`src/pkg/spp_pkg.sv`:
```
// Package with register map, field layout, reset values and types of the port.
package spp_pkg;

  // Register byte offsets on the register bus.
  localparam logic [7:0] OFF_PORT = 8'h00;
  localparam logic [7:0] OFF_DIR = 8'h04;
  localparam logic [7:0] OFF_CFG = 8'h08;
  localparam logic [7:0] OFF_INTCTL = 8'h0C;
  localparam logic [7:0] OFF_STAT = 8'h10;
  localparam logic [7:0] OFF_MASK = 8'h14;

  // Field positions inside the configuration and interrupt registers.
  localparam int CFG_OSC_LSB = 0;
  localparam int CFG_RST_PIN_BIT = 3;
  localparam int CFG_CLK_OUT_BIT = 4;
  localparam int CFG_PULLUP_BIT = 5;
  localparam int CFG_ANA_LSB = 8;
  localparam int INTCTL_IE_BIT = 3;
  localparam int STAT_CHG_BIT = 0;

  // Values after reset.
  localparam logic [5:0] DIR_RST = 6'h3F;
  localparam logic [7:0] LATCH_RST = 8'h00;
  localparam logic [3:0] ANA_RST = 4'hF;
  localparam logic [2:0] SNAP_RST = 3'h0;

  // Bus response codes.
  localparam logic [1:0] RESP_OKAY = 2'h0;
  localparam logic [1:0] RESP_SLVERR = 2'h2;

  // Oscillator modes; the unlisted codes behave as crystal modes.
  typedef enum logic [2:0] {
    OSC_LP = 3'h0,
    OSC_XT = 3'h1,
    OSC_HS = 3'h2,
    OSC_INT_RC = 3'h4,
    OSC_EXT_RC = 3'h6
  } spp_osc_t;

  localparam logic [2:0] OSC_RST = 3'h4;

  // Decoded register selection.
  typedef enum logic [2:0] {
    REG_PORT = 3'h0,
    REG_DIR = 3'h1,
    REG_CFG = 3'h2,
    REG_INTCTL = 3'h3,
    REG_STAT = 3'h4,
    REG_MASK = 3'h5,
    REG_NONE = 3'h7
  } spp_reg_t;

  // Whole state of the port block.
  typedef struct packed {
    logic [5:0] pinMeta;
    logic [5:0] pinSync;
    logic sdaMeta;
    logic sdaSync;
    logic [7:0] latch;
    logic [5:0] dir;
    logic [2:0] oscMode;
    logic rstPinEn;
    logic clkOutEn;
    logic pullupEn;
    logic [3:0] anaSel;
    logic portChangeIntEnable;
    logic [2:0] snap;
    logic chgFlag;
    logic chgMask;
    logic awHave;
    logic [7:0] awAddr;
    logic wHave;
    logic [31:0] wData;
    logic [3:0] wStrb;
    logic bvalid;
    logic [1:0] bresp;
    logic rvalid;
    logic [1:0] rresp;
    logic [31:0] rdata;
    spp_reg_t rdIdx;
  } spp_state_t;

endpackage

```
`src/spp_port.sv`:
```
// Six-pin general-purpose port with direction control and change interrupt.
//
// Our own choices: the AXI4-Lite slave port and the placing of the registers.
module spp_port
  import spp_pkg::*;
#(
  parameter int ADDR_W = 8,
  parameter bit HAS_EEPROM = 1'b1
) (
  input wire logic mclk,
  input wire logic reset_n,
  input wire logic awvalid,
  output logic awready,
  input wire logic [ADDR_W-1:0] awaddr,
  input wire logic [2:0] awprot,
  input wire logic wvalid,
  output logic wready,
  input wire logic [31:0] wdata,
  input wire logic [3:0] wstrb,
  output logic bvalid,
  input wire logic bready,
  output logic [1:0] bresp,
  input wire logic arvalid,
  output logic arready,
  input wire logic [ADDR_W-1:0] araddr,
  input wire logic [2:0] arprot,
  output logic rvalid,
  input wire logic rready,
  output logic [31:0] rdata,
  output logic [1:0] rresp,
  input wire logic [5:0] gpIn,
  output logic [5:0] gpOut,
  output logic [5:0] gpOe,
  output logic [5:0] pullUpOn,
  input wire logic clkOutSig,
  input wire logic eeSdaIn,
  output logic eeSdaOut,
  output logic eeSclOut,
  output logic irq
);

  // Maps a byte address onto a register; unaligned or unknown is none.
  function automatic spp_reg_t regIndex(input logic [ADDR_W-1:0] addr);
    logic [7:0] a;
    a = 8'(addr);
    unique case (a)
      OFF_PORT: regIndex = REG_PORT;
      OFF_DIR: regIndex = REG_DIR;
      OFF_CFG: regIndex = REG_CFG;
      OFF_INTCTL: regIndex = REG_INTCTL;
      OFF_STAT: regIndex = REG_STAT;
      OFF_MASK: regIndex = REG_MASK;
      default: regIndex = REG_NONE;
    endcase
  endfunction

  // Merges written bytes into an old word under the byte strobes.
  function automatic logic [31:0] mergeBytes(input logic [31:0] old,
                                             input logic [31:0] nw,
                                             input logic [3:0] strb);
    logic [31:0] m;
    m = old;
    for (int b = 0; b < 4; b++) begin
      if (strb[b]) begin
        m[8*b+:8] = nw[8*b+:8];
      end
    end
    return m;
  endfunction

  // Only the two RC modes leave pins four and five to the port.
  function automatic logic isRcMode(input logic [2:0] m);
    return (m == OSC_INT_RC) || (m == OSC_EXT_RC);
  endfunction

  localparam spp_state_t ST_RST = '{
    pinMeta: 6'h00, pinSync: 6'h00, sdaMeta: 1'b0, sdaSync: 1'b0,
    latch: LATCH_RST, dir: DIR_RST, oscMode: OSC_RST, rstPinEn: 1'b0,
    clkOutEn: 1'b0, pullupEn: 1'b0, anaSel: ANA_RST,
    portChangeIntEnable: 1'b0, snap: SNAP_RST, chgFlag: 1'b0,
    chgMask: 1'b0, awHave: 1'b0, awAddr: 8'h00, wHave: 1'b0,
    wData: 32'h0000_0000, wStrb: 4'h0, bvalid: 1'b0, bresp: RESP_OKAY,
    rvalid: 1'b0, rresp: RESP_OKAY, rdata: 32'h0000_0000,
    rdIdx: REG_NONE
  };

  spp_state_t s_q;
  spp_state_t s_d;
  logic rcMode;
  logic extOsc;
  logic clkOutOn;
  logic [5:0] altMask;
  logic [5:0] dirEff;
  logic [7:0] portView;
  logic [7:0] dirView;
  logic [31:0] cfgView;
  logic [31:0] intctlView;
  logic [31:0] statView;
  logic [31:0] maskView;
  logic wrDo;
  spp_reg_t wIdx;
  spp_reg_t arIdx;
  logic [31:0] rdValue;
  logic [31:0] wMerged;
  logic [2:0] chgPins;
  logic [2:0] chgEnable;
  logic chgNow;

  // Oscillator and alternate-function decode shared by reads and drivers.
  always_comb begin
    rcMode = isRcMode(s_q.oscMode);
    extOsc = !rcMode;
    clkOutOn = s_q.clkOutEn && rcMode;
    altMask[0] = s_q.anaSel[0];
    altMask[1] = s_q.anaSel[1];
    altMask[2] = s_q.anaSel[2];
    altMask[3] = s_q.rstPinEn;
    altMask[4] = s_q.anaSel[3] || extOsc || clkOutOn;
    altMask[5] = extOsc;
  end

  // Effective direction: pin three always input, four and five forced to input outside the RC modes.
  always_comb begin
    dirEff[2:0] = s_q.dir[2:0];
    dirEff[3] = 1'b1;
    dirEff[5:4] = rcMode ? s_q.dir[5:4] : 2'b11;
  end

  // Register views as software reads them.
  always_comb begin
    portView[5:0] = s_q.pinSync & ~altMask;
    portView[6] = HAS_EEPROM ? s_q.sdaSync : 1'b0;
    portView[7] = HAS_EEPROM ? s_q.latch[7] : 1'b0;
    dirView = {2'b00, dirEff};
    cfgView = 32'h0000_0000;
    cfgView[CFG_OSC_LSB+:3] = s_q.oscMode;
    cfgView[CFG_RST_PIN_BIT] = s_q.rstPinEn;
    cfgView[CFG_CLK_OUT_BIT] = s_q.clkOutEn;
    cfgView[CFG_PULLUP_BIT] = s_q.pullupEn;
    cfgView[CFG_ANA_LSB+:4] = s_q.anaSel;
    intctlView = 32'h0000_0000;
    intctlView[INTCTL_IE_BIT] = s_q.portChangeIntEnable;
    statView = 32'h0000_0000;
    statView[STAT_CHG_BIT] = s_q.chgFlag;
    maskView = 32'h0000_0000;
    maskView[STAT_CHG_BIT] = s_q.chgMask;
  end

  // Read multiplexer for the address being accepted.
  always_comb begin
    arIdx = regIndex(araddr);
    unique case (arIdx)
      REG_PORT: rdValue = {24'h00_0000, portView};
      REG_DIR: rdValue = {24'h00_0000, dirView};
      REG_CFG: rdValue = cfgView;
      REG_INTCTL: rdValue = intctlView;
      REG_STAT: rdValue = statView;
      REG_MASK: rdValue = maskView;
      default: rdValue = 32'h0000_0000;
    endcase
  end

  // A write is carried out once both address and data are held.
  always_comb begin
    wrDo = s_q.awHave && s_q.wHave && !s_q.bvalid;
    wIdx = regIndex(ADDR_W'(s_q.awAddr));
    unique case (wIdx)
      REG_PORT: wMerged = mergeBytes({24'h00_0000, s_q.latch},
                                     s_q.wData, s_q.wStrb);
      REG_DIR: wMerged = mergeBytes({26'h000_0000, s_q.dir},
                                    s_q.wData, s_q.wStrb);
      REG_CFG: wMerged = mergeBytes(cfgView, s_q.wData, s_q.wStrb);
      REG_INTCTL: wMerged = mergeBytes(intctlView, s_q.wData, s_q.wStrb);
      REG_STAT: wMerged = s_q.wData & {{8{s_q.wStrb[3]}},
                                       {8{s_q.wStrb[2]}},
                                       {8{s_q.wStrb[1]}},
                                       {8{s_q.wStrb[0]}}};
      REG_MASK: wMerged = mergeBytes(maskView, s_q.wData, s_q.wStrb);
      default: wMerged = 32'h0000_0000;
    endcase
  end

  // Change detection on pins 0, 1 and 3 against the last read snapshot.
  always_comb begin
    chgPins = {s_q.pinSync[3], s_q.pinSync[1], s_q.pinSync[0]};
    chgEnable = {!s_q.rstPinEn, 1'b1, 1'b1};
    chgNow = s_q.portChangeIntEnable
             && |((chgPins ^ s_q.snap) & chgEnable);
  end

  // Next-state logic of the whole block.
  always_comb begin
    s_d = s_q;
    s_d.pinMeta = gpIn;
    s_d.pinSync = s_q.pinMeta;
    s_d.sdaMeta = eeSdaIn;
    s_d.sdaSync = s_q.sdaMeta;
    if (awvalid && awready) begin
      s_d.awHave = 1'b1;
      s_d.awAddr = 8'(awaddr);
    end
    if (wvalid && wready) begin
      s_d.wHave = 1'b1;
      s_d.wData = wdata;
      s_d.wStrb = wstrb;
    end
    if (s_q.bvalid && bready) begin
      s_d.bvalid = 1'b0;
    end
    if (wrDo) begin
      s_d.awHave = 1'b0;
      s_d.wHave = 1'b0;
      s_d.bvalid = 1'b1;
      s_d.bresp = (wIdx == REG_NONE) ? RESP_SLVERR : RESP_OKAY;
      unique case (wIdx)
        REG_PORT: s_d.latch = wMerged[7:0];
        REG_DIR: begin
          s_d.dir[2:0] = wMerged[2:0];
          s_d.dir[3] = 1'b1;
          if (rcMode) begin
            s_d.dir[5:4] = wMerged[5:4];
          end
        end
        REG_CFG: begin
          s_d.oscMode = wMerged[CFG_OSC_LSB+:3];
          s_d.rstPinEn = wMerged[CFG_RST_PIN_BIT];
          s_d.clkOutEn = wMerged[CFG_CLK_OUT_BIT];
          s_d.pullupEn = wMerged[CFG_PULLUP_BIT];
          s_d.anaSel = wMerged[CFG_ANA_LSB+:4];
        end
        REG_INTCTL: s_d.portChangeIntEnable = wMerged[INTCTL_IE_BIT];
        REG_STAT: begin
          if (wMerged[STAT_CHG_BIT]) begin
            s_d.chgFlag = 1'b0;
          end
        end
        REG_MASK: s_d.chgMask = wMerged[STAT_CHG_BIT];
        default: s_d.bresp = RESP_SLVERR;
      endcase
    end
    if (s_q.rvalid && rready) begin
      s_d.rvalid = 1'b0;
    end
    if (arvalid && arready) begin
      s_d.rvalid = 1'b1;
      s_d.rdata = rdValue;
      s_d.rdIdx = arIdx;
      s_d.rresp = (arIdx == REG_NONE) ? RESP_SLVERR : RESP_OKAY;
      if (arIdx == REG_PORT) begin
        s_d.snap = chgPins;
      end
    end
    // Hardware set wins over a software clear in the same cycle.
    if (chgNow) begin
      s_d.chgFlag = 1'b1;
    end
  end

  // State register; reset puts every pin back to an input.
  always_ff @(posedge mclk or negedge reset_n) begin
    if (!reset_n) begin
      s_q <= ST_RST;
    end else begin
      s_q <= s_d;
    end
  end

  // Bus handshake outputs.
  assign awready = !s_q.awHave && !s_q.bvalid;
  assign wready = !s_q.wHave && !s_q.bvalid;
  assign arready = !s_q.rvalid;
  assign bvalid = s_q.bvalid;
  assign bresp = s_q.bresp;
  assign rvalid = s_q.rvalid;
  assign rdata = s_q.rdata;
  assign rresp = s_q.rresp;

  // Pin drivers: direction zero drives the latch, clock out owns pin four.
  always_comb begin
    gpOut = s_q.latch[5:0];
    gpOe = ~dirEff & ~altMask;
    if (clkOutOn) begin
      gpOut[4] = clkOutSig;
      gpOe[4] = 1'b1;
    end
  end

  // Group pull-ups; the reset pin keeps its pull-up on.
  always_comb begin
    pullUpOn = 6'h00;
    pullUpOn[0] = s_q.pullupEn;
    pullUpOn[1] = s_q.pullupEn;
    pullUpOn[3] = s_q.pullupEn || s_q.rstPinEn;
  end

  // Serial memory lines and the interrupt output.
  assign eeSdaOut = HAS_EEPROM ? s_q.latch[6] : 1'b1;
  assign eeSclOut = HAS_EEPROM ? s_q.latch[7] : 1'b1;
  assign irq = s_q.chgFlag && s_q.chgMask;

  // Helper: no direction write seen since reset.
  logic dirUntouched;
  always_ff @(posedge mclk or negedge reset_n) begin
    if (!reset_n) begin
      dirUntouched <= 1'b1;
    end else if (wrDo && wIdx == REG_DIR) begin
      dirUntouched <= 1'b0;
    end
  end
endmodule

```
`config.mk`:
```
export PLATFORM = sky130hd
export DESIGN_NAME = spp_port
export DESIGN_NICKNAME = d
export VERILOG_FILES = /design/src/pkg/spp_pkg.sv /design/src/spp_port.sv
export SDC_FILE = /design/constraint.sdc
export NUM_CORES = 1
export LEC_CHECK = 0
export ABC_CLOCK_PERIOD_IN_PS = 6250
export BUFFER_PORTS_ARGS = -buffer_cell sky130_fd_sc_hd__buf_2
export CAP_MARGIN = 20
export CORE_ASPECT_RATIO = 2
export CORE_MARGIN = 1
export CORE_UTILIZATION = 55
export DETAILED_ROUTE_END_ITERATION = 12
export PLACE_DENSITY = 0.85
export SETUP_SLACK_MARGIN = 0.3
export SYNTH_ARGS = -nofsm -noshare
export SYNTH_HDL_FRONTEND = slang
export SYNTH_SLANG_ARGS = --single-unit
```
`constraint.sdc`:
```
create_clock -name mclk -period 6.25 [get_ports mclk]
set_input_delay 0 -clock mclk [delete_from_list [all_inputs] [get_ports mclk]]
set_output_delay 0 -clock mclk [all_outputs]
set_load 0.005 [all_outputs]
```
Word-level counts from Yosys, hierarchy flattened
Index checks and enable logic that the tools add are counted.
{"block": "word_totals", "ff_bits": 130, "input_bits": 73, "output_inout_bits": 62, "wordCells": 135}
{"block": "classes", "n_eq_ne": 26, "muxes": 29, "bitwise_logic": 7, "reduce_logical": 45}
{"cell": "12-bit one-hot mux with 6 select lines", "n": 2}
{"cell": "8-bit two-way mux", "n": 5}
{"cell": "38-bit two-way mux", "n": 1}
{"cell": "37-bit two-way mux", "n": 1}
{"cell": "3-bit one-hot mux with 6 select lines", "n": 2}
{"cell": "8-bit by 4-bit equality test with 1-bit output, second input constant", "n": 4}
{"cell": "8-bit by 5-bit equality test with 1-bit output, second input constant", "n": 4}
{"cell": "3-bit equality test, second input constant", "n": 8}
{"cell": "8-bit by 3-bit equality test with 1-bit output, second input constant", "n": 2}
{"cell": "8-bit zero test", "n": 2}
{"cell": "2-bit nonzero test", "n": 7}
{"cell": "12-bit bitwise AND", "n": 1}
{"cell": "6-bit bitwise AND", "n": 2}
{"cell": "3-bit by 2-bit equality test with 1-bit output, second input constant", "n": 4}
{"cell": "1-bit logical AND", "n": 12}
{"cell": "6-bit inverter", "n": 2}
{"cell": "2-bit AND reduction", "n": 6}
{"cell": "3-bit AND reduction", "n": 4}
{"cell": "1-bit two-way mux", "n": 9}
{"cell": "9-bit two-way mux", "n": 1}
{"cell": "2-bit two-way mux", "n": 4}
{"cell": "4-bit two-way mux", "n": 2}
{"cell": "3-bit by 1-bit equality test with 1-bit output, second input constant", "n": 2}
{"cell": "1-bit zero test", "n": 6}
{"cell": "other kinds (8)", "n": 14}

Logic depth before layout (Yosys ltp)
Gate-level depths: netlist of the first run.
{"block": "depth", "word_depth": 9, "mapped_depth": 10, "ltp_nobuf": 9}

Least setup slack after synthesis of the first run
Ideal clock, no wire load.
{"block": "synth_timing", "path_kind": "register to register", "from": "register s_q[79] in the netlist's numbering", "to": "register s_q (netlist bit eeSclOut)", "setup_ns": 0.125, "t_arrival_ns": 2.692, "t_required_ns": 6.125, "path_slack_ns": 3.433, "path_stages_with_launch": 10, "path_buffers": 1, "period_less_slack_ns": 2.817, "path_cell_list": "dfrtp_1 or3_1 buf_2 nor3_1 nand2_1 ha_1 a31oi_1 o21ai_4 or2_4 mux2_4"}
{"block": "synth_between", "elab_chain_cells": 5, "word_cells_on_any_way": 16, "cone_classes": "11 x eq/ne; 2 x mux; 3 x reduce/logical"}
{"element": "from (decl)", "line": "spp_port.sv:87", "rtl": "spp_state_t s_q;"}
{"element": "from (signal assigned)", "line": "spp_port.sv:262", "rtl": "s_q <= ST_RST;"}
{"element": "from (signal assigned)", "line": "spp_port.sv:264", "rtl": "s_q <= s_d;"}
{"element": "8-bit by 5-bit equality test with 1-bit output (tied with other cells)", "line": "spp_port.sv:46", "rtl": "unique case (a)"}
{"element": "3-bit one-hot mux with 6 select lines (*)", "line": "spp_port.sv:46"}
{"element": "3-bit zero test", "line": "spp_port.sv:167, spp_port.sv:215"}
{"element": "2-bit != test (no line)"}
{"element": "3-bit AND reduction (no line)"}
Mark *: on every way between the ends. The rest lies on a longest branch, timed or not.
A chain may end at the register's enable or synchronous reset.

Final worst setup path of the first run
{"block": "layout_timing", "from": "register s_q[79] in the netlist's numbering", "to": "register s_q (netlist bit maskView[0])"}
{"block": "layout_between", "elab_chain_cells": 4, "word_cells_on_any_way": 15, "cone_classes": "10 x eq/ne; 2 x mux; 3 x reduce/logical"}
{"element": "8-bit by 5-bit equality test with 1-bit output (tied with other cells)", "line": "spp_port.sv:46"}
{"element": "3-bit one-hot mux with 6 select lines (*)", "line": "spp_port.sv:46"}
{"element": "3-bit equality test (tied with other cells)", "line": "spp_port.sv:167, spp_port.sv:215"}
{"element": "12-bit one-hot mux with 6 select lines / 2-bit AND reduction (equally long branches)"}
Marked as above.

==> results of run 1 <==
==> layout by cell type (no fill, tap or decap), types with 2 or more instances in the layout <==
cell type / n
a211o_1: 3
a21oi_1: 11
a22o_1: 12
a22oi_1: 4
a31oi_1: 2
a32oi_1: 3
and2_1: 4
and3_1: 2
buf_2: 79
clkbuf_16: 9
clkinv_2: 2
clkinvlp_4: 2
conb_1: 26
dfrtp_1: 73
dfstp_2: 10
dlygate4sd3_1: 33
ha_1: 2
inv_1: 13
inv_6: 2
mux2_2: 29
mux2_4: 2
nand2_1: 46
nand2b_1: 10
nand3_1: 8
nand4_1: 4
nor2_1: 19
nor2b_1: 6
nor3_1: 7
nor3_4: 2
nor4_1: 2
nor4b_1: 2
o2111a_1: 2
o21a_1: 2
o21ai_0: 32
o311ai_0: 2
o31ai_1: 5
or2_2: 2
or3_1: 6
xnor2_1: 3
==> worst max-delay path, stage by stage (launching register included) <==
cell and delay [ns]:
dfrtp_1 0.38, or3_1 0.55, nor3_4 0.37, nand2_1 0.11, ha_1 0.32, a31oi_1 0.65, nor3_1 0.33, or3_1 0.42
o21ai_0 0.15
==> flip-flops by register name, indices dropped and copies added, names as in the netlist <==
signal / flops
cfgView: 5
intctlView: 1
rresp: 1
eeSclOut: 1
bvalid: 1
maskView: 1
chgPins: 3
pullUpOn: 1
s_d: 7
altMask: 4
rvalid: 1
dirEff: 3
bresp: 1
s_q: 34
portView: 1
eeSdaOut: 1
gpOut: 5
rdata: 12
==> cell families after synthesis <==
group | count (synthesis)
AND/OR/NAND/NOR | 127
AO/OA/AOI/OAI | 89
flip-flops | 83
buffers and inverters | 72
multiplexers | 31
XOR/XNOR | 4
adder cells (fa/ha/maj) | 2
other | 1
==> cell usage after synthesis, types with 7 or more instances <==
| master | number | area share (%) |
|---|---|---|
| buf_4 | 47 | 8.3 |
| inv_1 | 13 | 1.2 |
| a21oi_1 | 11 | 1.3 |
| nand2b_1 | 10 | 1.5 |
| nor3_1 | 7 | 0.83 |
| nand2_1 | 46 | 4.1 |
| nor2_1 | 19 | 1.7 |
| o21ai_0 | 32 | 3.8 |
| a22o_1 | 12 | 2.5 |
| dfstp_2 | 10 | 6.2 |
| clkbuf_1 | 10 | 0.89 |
| mux2_2 | 29 | 7.7 |
| dfrtp_1 | 73 | 43 |
| nand3_1 | 8 | 0.95 |
==> worst max-delay path by stage <==
stage / to / cells past startpoint / from
floorplan: eeSclOut$_DFFE_PN0P_ / 9 / s_q[79]$_DFFE_PN0P_
global placement: maskView[0]$_DFFE_PN0P_ / 8 / s_q[79]$_DFFE_PN0P_
detailed placement: maskView[0]$_DFFE_PN0P_ / 8 / s_q[79]$_DFFE_PN0P_
CTS: maskView[0]$_DFFE_PN0P_ / 8 / s_q[79]$_DFFE_PN0P_
global route: maskView[0]$_DFFE_PN0P_ / 8 / s_q[79]$_DFFE_PN0P_
finish: maskView[0]$_DFFE_PN0P_ / 8 / s_q[79]$_DFFE_PN0P_
==> layer usage <==
| metal | GRT usage [%] | wire, um | vias up | share of wire (%) |
|---|---|---|---|---|
| li1 | - | - | 1559 | - |
| met3 | 7.609 | 528 | 48 | 5.2 |
| met1 | 26.92 | 3434 | 1601 | 34 |
| met2 | 50.13 | 5591 | 155 | 55 |
| met5 | 0 | 0 | - | 0 |
| met4 | 19.92 | 586 | 0 | 5.8 |
==> what timing repair did <==
item	4_1_cts	5_1_grt
setup endpoints to repair	0	0
hold buffers	33	0
endpoints found under the hold margin	105	0
==> stage by stage <==
step / worst slack [ns] / utilization, % / instances
after floorplan: 3.433 / - / 434
after global placement: 3.022 / 58.99 / 549
after detailed placement: 2.958 / 58.99 / 549
after CTS: 2.921 / 67.03 / 598
after global routing: 2.597 / 67.40 / 599
final: 2.902 / 67.40 / 599
==> area by class of cell <==
| class | count | area, um2 | share of cell area [%] |
|---|---|---|---|
| clock buffers | 9 | 225.2 | 4.429 |
| repair buffers | 114 | 760.7 | 14.96 |
| flip-flops and latches | 83 | 2090 | 41.09 |
| inverters | 13 | 48.80 | 0.9596 |
| multi-input cells | 279 | 1792 | 35.24 |
| clock inverters | 7 | 51.30 | 1.009 |
| well taps | 94 | 117.6 | 2.313 |
==> power by group through the flow <==
stage | sequential, W | combinational (W) | clock [W]
final | 0.000758 | 0.000415 | 0.000487
after global routing | 0.000771 | 0.000458 | 0.000517
after CTS | 0.000750 | 0.000401 | 0.000496
after floorplan | 0.000711 | 0.000325 | 0
after detailed placement | 0.000759 | 0.000383 | 0
after global placement | 0.000752 | 0.000362 | 0
==> key figures, run 1 <==
STA
  • Post-layout min period: 3.348 ns
  • Hold Vio Cnt, Final: 0
  • Rel. slew slack: 41.80%
  • Setup TNS: 0 ns
  • Fin crit share: 53.56%
  • Post-Route Skew: 0.007596 ns
  • Fmax: 0.2987 GHz
  • Actual slew at the worst max-slew pin: 0.8663 ns
  • Slew Limit Fails: 0
  • Setup Viol. Count Final: 0
  • RSZ-0062 raised after global routing: false
  • Fin Hold WS: 0.02547 ns

Synth
  • Post-synth EDFFs: 0
  • Multiplexer area fraction after synthesis: 8.417%
  • Mapped Area: 4237 um2
  • Syn Area/Cell: 10.36 um2
  • Post-Syn Instances: 409
  • Synthesis-stage register bit count: 83
  • Adder-Cell Fraction of Synth Area: 0.5907%
  • Post-synth cell types: 55
  • Post-synth top flop: dfrtp_1
  • Compound-Gate Fraction of Synth Area: 14.35%
  • Synth Area in XOR/XNOR: 0.8269%
  • Largest family of logic cells by synthesized area: simple AND/OR/NAND/NOR gates
  • Synth async-reset ratio: 100.0%
  • Yosys Warn Count: 0
  • Seq/Total Area, Yosys: 49.32%
  • Simple-gate share of the synthesized area: 15.80%

Setup path
  • Reg2Reg Capture Point: maskView[0]$_DFFE_PN0P_
  • Setup Crit Path Kind: reg -> reg
  • R2R setup slack: 2.90 ns
  • RR Startpoint: s_q[79]$_DFFE_PN0P_
  • WP data required: 6.52 ns
  • CP Launch Type: register
  • Critical path arrival: 3.62 ns
  • R2R cell count: 8
  • Max FO, Critical Path: 8
  • Endpoint class of the critical path: register

Clock tree
  • CTS tree: done
  • # H-tree levels: 3
  • Clock transition at path regs: 0.06 ns
  • Root buffer cell: clkbuf_16
  • Clk_lat worst skew: 0.35 ns
  • Post-cts gate resize count: 0
  • Clock Path Buffers: 2
  • Clk sink count: 83
  • Number of CTS-inserted buffers: 9
  • Postcts setup bufs: 0

Floorplanning
  • FP Rows: 45
  • DIE WIDTH: 64.06 um
  • Initial Util: 56.15%
  • Ports: 135
  • Die Ht: 126.1 um
  • Die area: 8079 um2
  • Core area: 7545 um2

Power
  • Clock share of power: 29.3%
  • Logic gate share of total power: 25.0%
  • Total power: 0.001660 W
  • LEAKAGE: 2.351 nW
  • Pwr dens: 326.5 nW/um2
  • NetSw: 0.0005636 W
  • Max VDD drop: 0.0003041 V
  • Sequential share of power: 45.7%
  • Net Sw Frac: 33.95%
  • Internal power: 0.001097 W

Cells and area
  • Fillers: 592
  • Layout cells sized above 1: 29.31%
  • NumNets Final: 575
  • Area Overhead vs Synth: 20.02%
  • Final Instance Area: 5085 um2
  • # diodes: 0

Routing
  • DR vias/cell: 5.614
  • DR pass1 iterations: 4
  • Antenna viol nets, final: 0
  • DR WL/cell: 16.93 um
  • DR vias: 3363
  • Total wire length: 10.14 mm
  • 1st-iter DRT viols: 201
  • Drt drc: 0

GRT
  • Antenna violations before repair: 0
  • Total track usage: 28.15%
  • Largest net degree at the start of global routing: 84
  • Global-route wire length before repair: 16.90 mm
  • Total grt overflow: 0
  • Number of global-route vias before repair: 3610

Placement
  • Post-DP Area: 4451 um2
  • GPL Wtd Cong: 0.8756
  • Buffers added on ports: 80
  • DP HPWL: 6.864 mm

Min path
  • Worst min-delay path category: in -> async

Flow run
  • Max_cap viols: 0

Status
  • Outcome: complete, no violations
Power figures use the tool's default switching activity.
==> run 2: changes to the inputs <==
Settings changed: ABC_AREA set to 1, ABC_CLOCK_PERIOD_IN_PS 6250 to 2920, CORE_UTILIZATION 55 to 47, PLACE_DENSITY 0.85 to 0.77.
Clock period 6.25 ns to 2.92 ns, I/O delays scaled along.
==> key figures, run 2 <==
Synth
  • Syn Area/Cell: 8.364 um2 (-19%)
  • Commonest cells post-synth: nand2_1 (137), dfrtp_1 (73), buf_4 (49)
  • Leading area contributor after synthesis: dfrtp_1
  • Compound-Gate Fraction of Synth Area: 7.850% (-6.5 points)
  • Synthesis-stage register bit count: 83 (unchanged)
  • Post-synth cell types: 33 (-40%)
  • Simple-gate share of the synthesized area: 26.95% (+11 points)
  • Synth Area in XOR/XNOR: 0.3997% (-0.43 points)
  • Seq/Total Area, Yosys: 47.67% (-1.6 points)
  • Synth area leaders: dfrtp_1 (42%), nand2_1 (12%), buf_4 (8.4%)
  • Synth async-reset ratio: 100.0% (unchanged)
  • Post-synth EDFFs: 0 (unchanged)
  • Multiplexer area fraction after synthesis: 3.083% (-5.3 points)
  • Yosys Warn Count: 0 (unchanged)
  • Post-synth top flop: dfrtp_1
  • Largest family of logic cells by synthesized area: simple AND/OR/NAND/NOR gates
  • Post-Syn Instances: 524 (+28%)
  • Yosys top cell area share: 41.68% (-1.4 points)
  • Top-count cell post-synth: nand2_1
  • Adder-Cell Fraction of Synth Area: 0.5709% (-0.020 points)
  • Mapped Area: 4383 um2 (+3.5%)

Clock tree
  • Root buffer cell: clkbuf_16
  • # H-tree levels: 3 (unchanged)
  • Post-cts gate resize count: 0 (unchanged)
  • Clk sink count: 83 (unchanged)
  • CTS tree: done
  • Number of CTS-inserted buffers: 9 (unchanged)
  • CTS hold repair buffers: 32 (-3.0%)
  • Postcts setup bufs: 0 (unchanged)
  • Clock Path Buffers: 2 (unchanged)
  • Clock transition at path regs: 0.06 ns (about the same)
  • Clk_lat worst skew: 0.33 ns (-0.02 ns)

GRT
  • Total track usage: 21.47% (-6.7 points)
  • Total grt overflow: 0 (unchanged)
  • Largest net degree at the start of global routing: 84 (unchanged)
  • Number of global-route vias before repair: 3520 (-2.5%)
  • Global-route wire length before repair: 16.33 mm (-3.3%)
  • Antenna violations before repair: 0 (unchanged)

Setup path
  • Critical path arrival: 2.55 ns (-1.07 ns)
  • Endpoint class of the critical path: register
  • CP cell instances: nor2_1 > nand2_1 > nor2_2 > inv_1 > ha_1 > nand3_4 > nand2_1 > inv_2 > nand2_4 > nand3b_4 > nand2_1 > o21ai_1
  • CP max-delay cell: dfrtp_1
  • WP data required: 3.17 ns (-3.35 ns)
  • Worst path max stage delay: 0.38 ns (-0.27 ns)
  • CP dominant cell by count: nand2_1
  • Max FO, Critical Path: 21 (+13)
  • Setup Crit Path Kind: reg -> reg
  • CP Launch Type: register

Cells and area
  • # diodes: 0 (unchanged)
  • Area Overhead vs Synth: 20.07% (about the same)
  • Layout cells sized above 1: 24.88% (-4.4 points)
  • Number of flip-flops in the largest register: 34 (unchanged)
  • Largest register by flop count: s_q
  • Commonest non-fill, non-tap cell in the layout: nand2_1
  • Most frequent cells in the layout: nand2_1 (137), buf_2 (79), dfrtp_1 (73)
  • Utilization after layout: 58.39% (-9.0 points)
  • NumNets Final: 693 (+21%)
  • Fillers: 809 (+37%)

Placement
  • DP HPWL: 7.278 mm (+6.0%)
  • Buffers added on ports: 80 (unchanged)
  • GPL Wtd Cong: 0.8469 (-3.3%)

Routing
  • DR vias/cell: 4.964 (-12%)
  • Drt drc: 0 (unchanged)
  • 1st-iter DRT viols: 193 (-4.0%)
  • DR WL/cell: 13.78 um (-19%)
  • Antenna viol nets, final: 0 (unchanged)
  • DR pass1 iterations: 7 (+3)
  • DR vias: 3599 (+7.0%)
  • Total wire length: 9.991 mm (-1.5%)

STA
  • Slew Limit Fails: 0 (unchanged)
  • Hold Vio Cnt, Final: 0 (unchanged)
  • Setup TNS: 0 ns (unchanged)
  • Post-Route Skew: 0.007963 ns (+0.0003662 ns)
  • Rel. slew slack: 50.93% (+9.1 points)
  • Setup Viol. Count Final: 0 (unchanged)
  • RSZ-0062 raised after global routing: false
  • Post-layout min period: 2.298 ns (-1.050 ns)
  • Fin crit share: 78.70% (+25 points)
  • Fmax: 0.4351 GHz (+46%)
  • Actual slew at the worst max-slew pin: 0.7342 ns (-0.1320 ns)

Power
  • Pwr dens: 627.4 nW/um2 (+92%)
  • LEAKAGE: 2.725 nW (+16%)
  • Max VDD drop: 0.0004543 V (+49%)

Floorplanning
  • FP Rows: 49 (+8.9%)
  • Ports: 135 (unchanged)
  • Die Ht: 138.6 um (+9.9%)
  • DIE WIDTH: 70.29 um (+9.7%)
  • Core area: 9012 um2 (+19%)
  • Initial Util: 48.63% (-7.5 points)
  • Die area: 9739 um2 (+21%)

Flow run
  • Max_cap viols: 0 (unchanged)

Status
  • Outcome: complete, no violations

Min path
  • Worst min-delay path category: in -> async
## run 2: changes by cell type in the layout (fill, tap and decap cells not counted), sizes merged, moves of 8 or more
cell / before / now
a22o: 12 / 0
a21oi: 11 / 19
nand2: 46 / 148
nor2: 19 / 54
nand3: 8 / 42
mux2: 31 / 12
inv: 15 / 53
nand2b: 10 / 0
## run 2: logic make-up after synthesis
logic type	Yosys count
adder cells (fa/ha/maj)	2
AND/OR/NAND/NOR	258
AO/OA/AOI/OAI	59
XOR/XNOR	2
buffers and inverters	107
multiplexers	12
flip-flops	83
other	1
## run 2: power breakdown
part / internal [W] / total [W] / leakage [nW] / switching, W
registers: 0.00135 / 0.00150 / 1.02 / 0.000152
clock network: 0.000650 / 0.00110 / 0.141 / 0.000448
logic: 0.000287 / 0.000705 / 1.57 / 0.000418
total: 0.00228 / 0.00330 / 2.72 / 0.00102
## run 2: metrics by stage
stage	instance area, um2	hold slack [ns]	cells	worst slack, ns	power (W)
3_3_place_gp	4616	0.1095	676	0.6840	0.002154
3_5_place_dp	4616	0.1093	676	0.6324	0.002192
5_1_grt	5263	0.04648	725	0.3795	0.003500
4_1_cts	5235	0.1464	724	0.6255	0.003335
2_1_floorplan	4477	-0.2956	549	0.9350	0.001995
6_report	5263	0.04766	725	0.6219	0.003302
## run 2: final timing paths
kind | endpoint | startpoint | slack [ns] | cells after the start
setup reg to reg | dirEff[0]$_DFFE_PN1P_ | s_q[79]$_DFFE_PN0P_ | 0.62 | 12
setup / recovery | dirEff[0]$_DFFE_PN1P_ | s_q[79]$_DFFE_PN0P_ | 0.62 | 12
hold reg to reg | chgPins[1]$_DFF_PN0_ | s_d[120]$_DFF_PN0_ | 0.35 | 0
max in group asynchronous | dirEff[0]$_DFFE_PN1P_ | reset_n | 2.26 | 3
min in group mclk | rresp[1]$_DFFE_PN0P_ | araddr[6] | 0.15 | 5
hold / removal | s_d[123]$_DFF_PN0_ | reset_n | 0.05 | 2
## run 2: cell type report
class                           count  area (um2)  area share [%]
Timing Repair Buffer              113       750.7           14.27
Multi-Input combinational cell    359        1800           34.21
Tap cell                          102       127.6           2.425
Inverter                           52       195.2           3.709
Sequential cell                    83        2090           39.71
Clock inverter                      4       32.53          0.6182
Clock buffer                       12       266.5           5.064
## run 2: worst max-delay path, delay by kind of cell, from the launching register on
family	cells	cell delay, ns
and+or+nand+nor	8	1.26
DFF	1	0.38
adders and majority gates	1	0.24
buffers and inverters	2	0.19
AOI/OAI and AO/OA	1	0.16
## run 2: per-layer routing
layer / wire (um) / global-route usage (%) / vias to the layer above / part of all wire [%]
li1: - / - / 1795 / -
met1: 3610 / 21.78 / 1659 / 36
met2: 5590 / 39.90 / 114 / 56
met3: 347 / 3.634 / 31 / 3.5
met4: 444 / 12.21 / 0 / 4.4
met5: 0 / 0 / - / 0
==> run 3: changes to the inputs <==
Settings changed: ABC_CLOCK_PERIOD_IN_PS 2920 to 2300, CORE_UTILIZATION 47 to 52, PLACE_DENSITY 0.77 to 0.81.
Clock period 2.92 ns to 2.3 ns, I/O delays scaled along.
==> key figures, run 3 (synthesis results as in run 2) <==
Min path
  • Worst min-delay path category: in -> async

Cells and area
  • Final cell count without fillers: 739 (+1.9%)
  • Commonest non-fill, non-tap cell in the layout: nand2_1
  • # diodes: 0 (unchanged)
  • Number of flip-flops in the largest register: 34 (unchanged)
  • Layout cells sized above 1: 32.92% (+8.0 points)
  • Largest register by flop count: s_q
  • Area Overhead vs Synth: 28.32%
  • NumNets Final: 711 (+2.6%)
  • Most frequent cells in the layout: nand2_1 (121), buf_2 (79), dfrtp_1 (73)

Flow run
  • Max_cap viols: 0 (unchanged)

Floorplanning
  • Initial Util: 53.24% (+4.6 points)
  • DIE WIDTH: 66.92 um (-4.8%)
  • Die area: 8822 um2 (-9.4%)
  • Ports: 135 (unchanged)
  • Core area: 8233 um2 (-8.6%)
  • FP Rows: 47 (-4.1%)
  • Die Ht: 131.8 um (-4.9%)

STA
  • Hold Vio Cnt, Final: 0 (unchanged)
  • Setup Viol. Count Final: 0 (unchanged)
  • Slew Limit Fails: 0 (unchanged)
  • Post-layout min period: 2.090 ns (-0.2078 ns)
  • Rel. slew slack: 55.55% (+4.6 points)
  • Fin crit share: 90.88% (+12 points)
  • Setup ws final: 0.2097 ns (-0.4122 ns)
  • Setup TNS: 0 ns (unchanged)
  • Actual slew at the worst max-slew pin: 0.6652 ns (-0.06907 ns)
  • RSZ-0062 raised after global routing: true
  • Fmax: 0.4784 GHz (+9.9%)
  • Post-Route Skew: 0.005155 ns (-0.002807 ns)

Routing
  • Total wire length: 11.47 mm (+15%)
  • Top layer in use: met4
  • DR vias/cell: 5.364 (+8.1%)
  • Wire length on met2: 6.365 mm (+14%)
  • DR WL/cell: 15.53 um (+13%)
  • Routed met1 length: 3.799 mm (+5.2%)
  • 1st-iter DRT viols: 277 (+44%)
  • Met3 wire len: 646 um (+86%)
  • DR pass1 iterations: 5 (-2)
  • Antenna viol nets, final: 0 (unchanged)
  • Drt drc: 0 (unchanged)
  • DR vias: 3964 (+10%)

Clock tree
  • CTS tree: done
  • # H-tree levels: 3 (unchanged)
  • Clock Path Buffers: 2 (unchanged)
  • Clock transition at path regs: 0.06 ns (about the same)
  • Root buffer cell: clkbuf_16
  • Clk sink count: 83 (unchanged)
  • Number of CTS-inserted buffers: 9 (unchanged)
  • Clk_lat worst skew: 0.34 ns (about the same)

GRT
  • Global-route wire length before repair: 17.33 mm (+6.1%)
  • Antenna violations before repair: 0 (unchanged)
  • Total track usage: 26.29% (+4.8 points)
  • Total grt overflow: 0 (unchanged)
  • Number of global-route vias before repair: 3786 (+7.6%)
  • Largest net degree at the start of global routing: 84 (unchanged)

Setup path
  • R2R cell count: 12 (unchanged)
  • Critical path arrival: 2.36 ns (-0.19 ns)
  • WP data required: 2.57 ns (-0.60 ns)
  • Reg2Reg Capture Point: s_q[113]$_DFFE_PN0P_
  • RR Startpoint: s_q[85]$_DFFE_PN0P_
  • Endpoint class of the critical path: register
  • R2R setup slack: 0.21 ns (-0.41 ns)
  • Setup Crit Path Kind: reg -> reg
  • Max FO, Critical Path: 5 (-76%)
  • CP Launch Type: register

Placement
  • Dpl cells: 677 (+0.15%)
  • DP HPWL: 7.224 mm (-0.75%)
  • GPL Wtd Cong: 0.8726 (+3.0%)
  • Buffers added on ports: 80 (unchanged)
  • Placement Setup Slack: 0.1624 ns (-0.4700 ns)

Power
  • Max VDD drop: 0.0007335 V (+61%)
  • LEAKAGE: 2.888 nW (+6.0%)
  • Pwr dens: 798.7 nW/um2 (+27%)

Status
  • Outcome: complete, no violations
==> run 3: per-layer routing <==
metal	vias up	GRT usage, %
met3	52	4.671
met2	199	47.70
met4	0	14.66
met1	1893	26.81
li1	1820	-
met5	-	0
==> run 3: report_power, final <==
part	switching (W)	total [W]	internal, W
Sequential	0.000209	0.00192	0.00171
Clock	0.000574	0.00156	0.000986
Combinational	0.000612	0.00101	0.000400
Total	0.00140	0.00449	0.00310
==> run 3: worst max path at each step <==
stage	startpoint	slack, ns	endpoint	depth (start not counted)
2_1_floorplan	s_q[85]$_DFFE_PN0P_	0.31	s_q[88]$_DFFE_PN0P_	14
3_3_place_gp	s_q[85]$_DFFE_PN0P_	0.22	dirEff[0]$_DFFE_PN1P_	12
3_5_place_dp	s_q[79]$_DFFE_PN0P_	0.16	dirEff[0]$_DFFE_PN1P_	12
4_1_cts	s_q[84]$_DFFE_PN0P_	0.30	gpOut[2]$_DFFE_PN0P_	13
5_1_grt	s_q[85]$_DFFE_PN0P_	0.10	gpOut[3]$_DFFE_PN0P_	11
6_report	s_q[85]$_DFFE_PN0P_	0.21	s_q[113]$_DFFE_PN0P_	12
==> run 3: final cells by class <==
cell class	count	area (um2)
clock buffer	11	242.7
clock inverter	5	86.33
fill	611	2609
inverter	52	200.2
multi-input combinational	360	1988
sequential	83	2090
tap	98	122.6
timing repair buffer	130	894.6
==> run 3: repair_timing <==
item	4_1_cts	5_1_grt
hold buffers	32	0
endpoints found under the setup margin	26	26
cloned	1	0
buffers inserted	9	3
pin swaps	7	20
resized for setup	12	42
endpoints found under the hold margin	104	0
==> run 3: critical path, cell delays in order, from the launching register on <==
cell	delay [ns]
dfrtp_1	0.42
nor2_4	0.19
nand3_4	0.11
nor2_4	0.10
inv_2	0.08
ha_4	0.17
nand3_4	0.10
nand4_1	0.27
nand2_2	0.21
nand2_2	0.07
nand3_2	0.10
nand3_1	0.10
nand2_2	0.09
==> run 3: through the flow <==
step	cell area, um2	util [%]	power (W)	hold WS [ns]
2_1_floorplan	4477	-	0.002533	-0.2956
3_3_place_gp	4648	56.46	0.002714	0.1085
3_5_place_dp	4648	56.46	0.002767	0.1097
4_1_cts	5430	65.96	0.004392	0.1189
5_1_grt	5624	68.31	0.004682	0.02258
6_report	5624	68.31	0.004492	0.01331
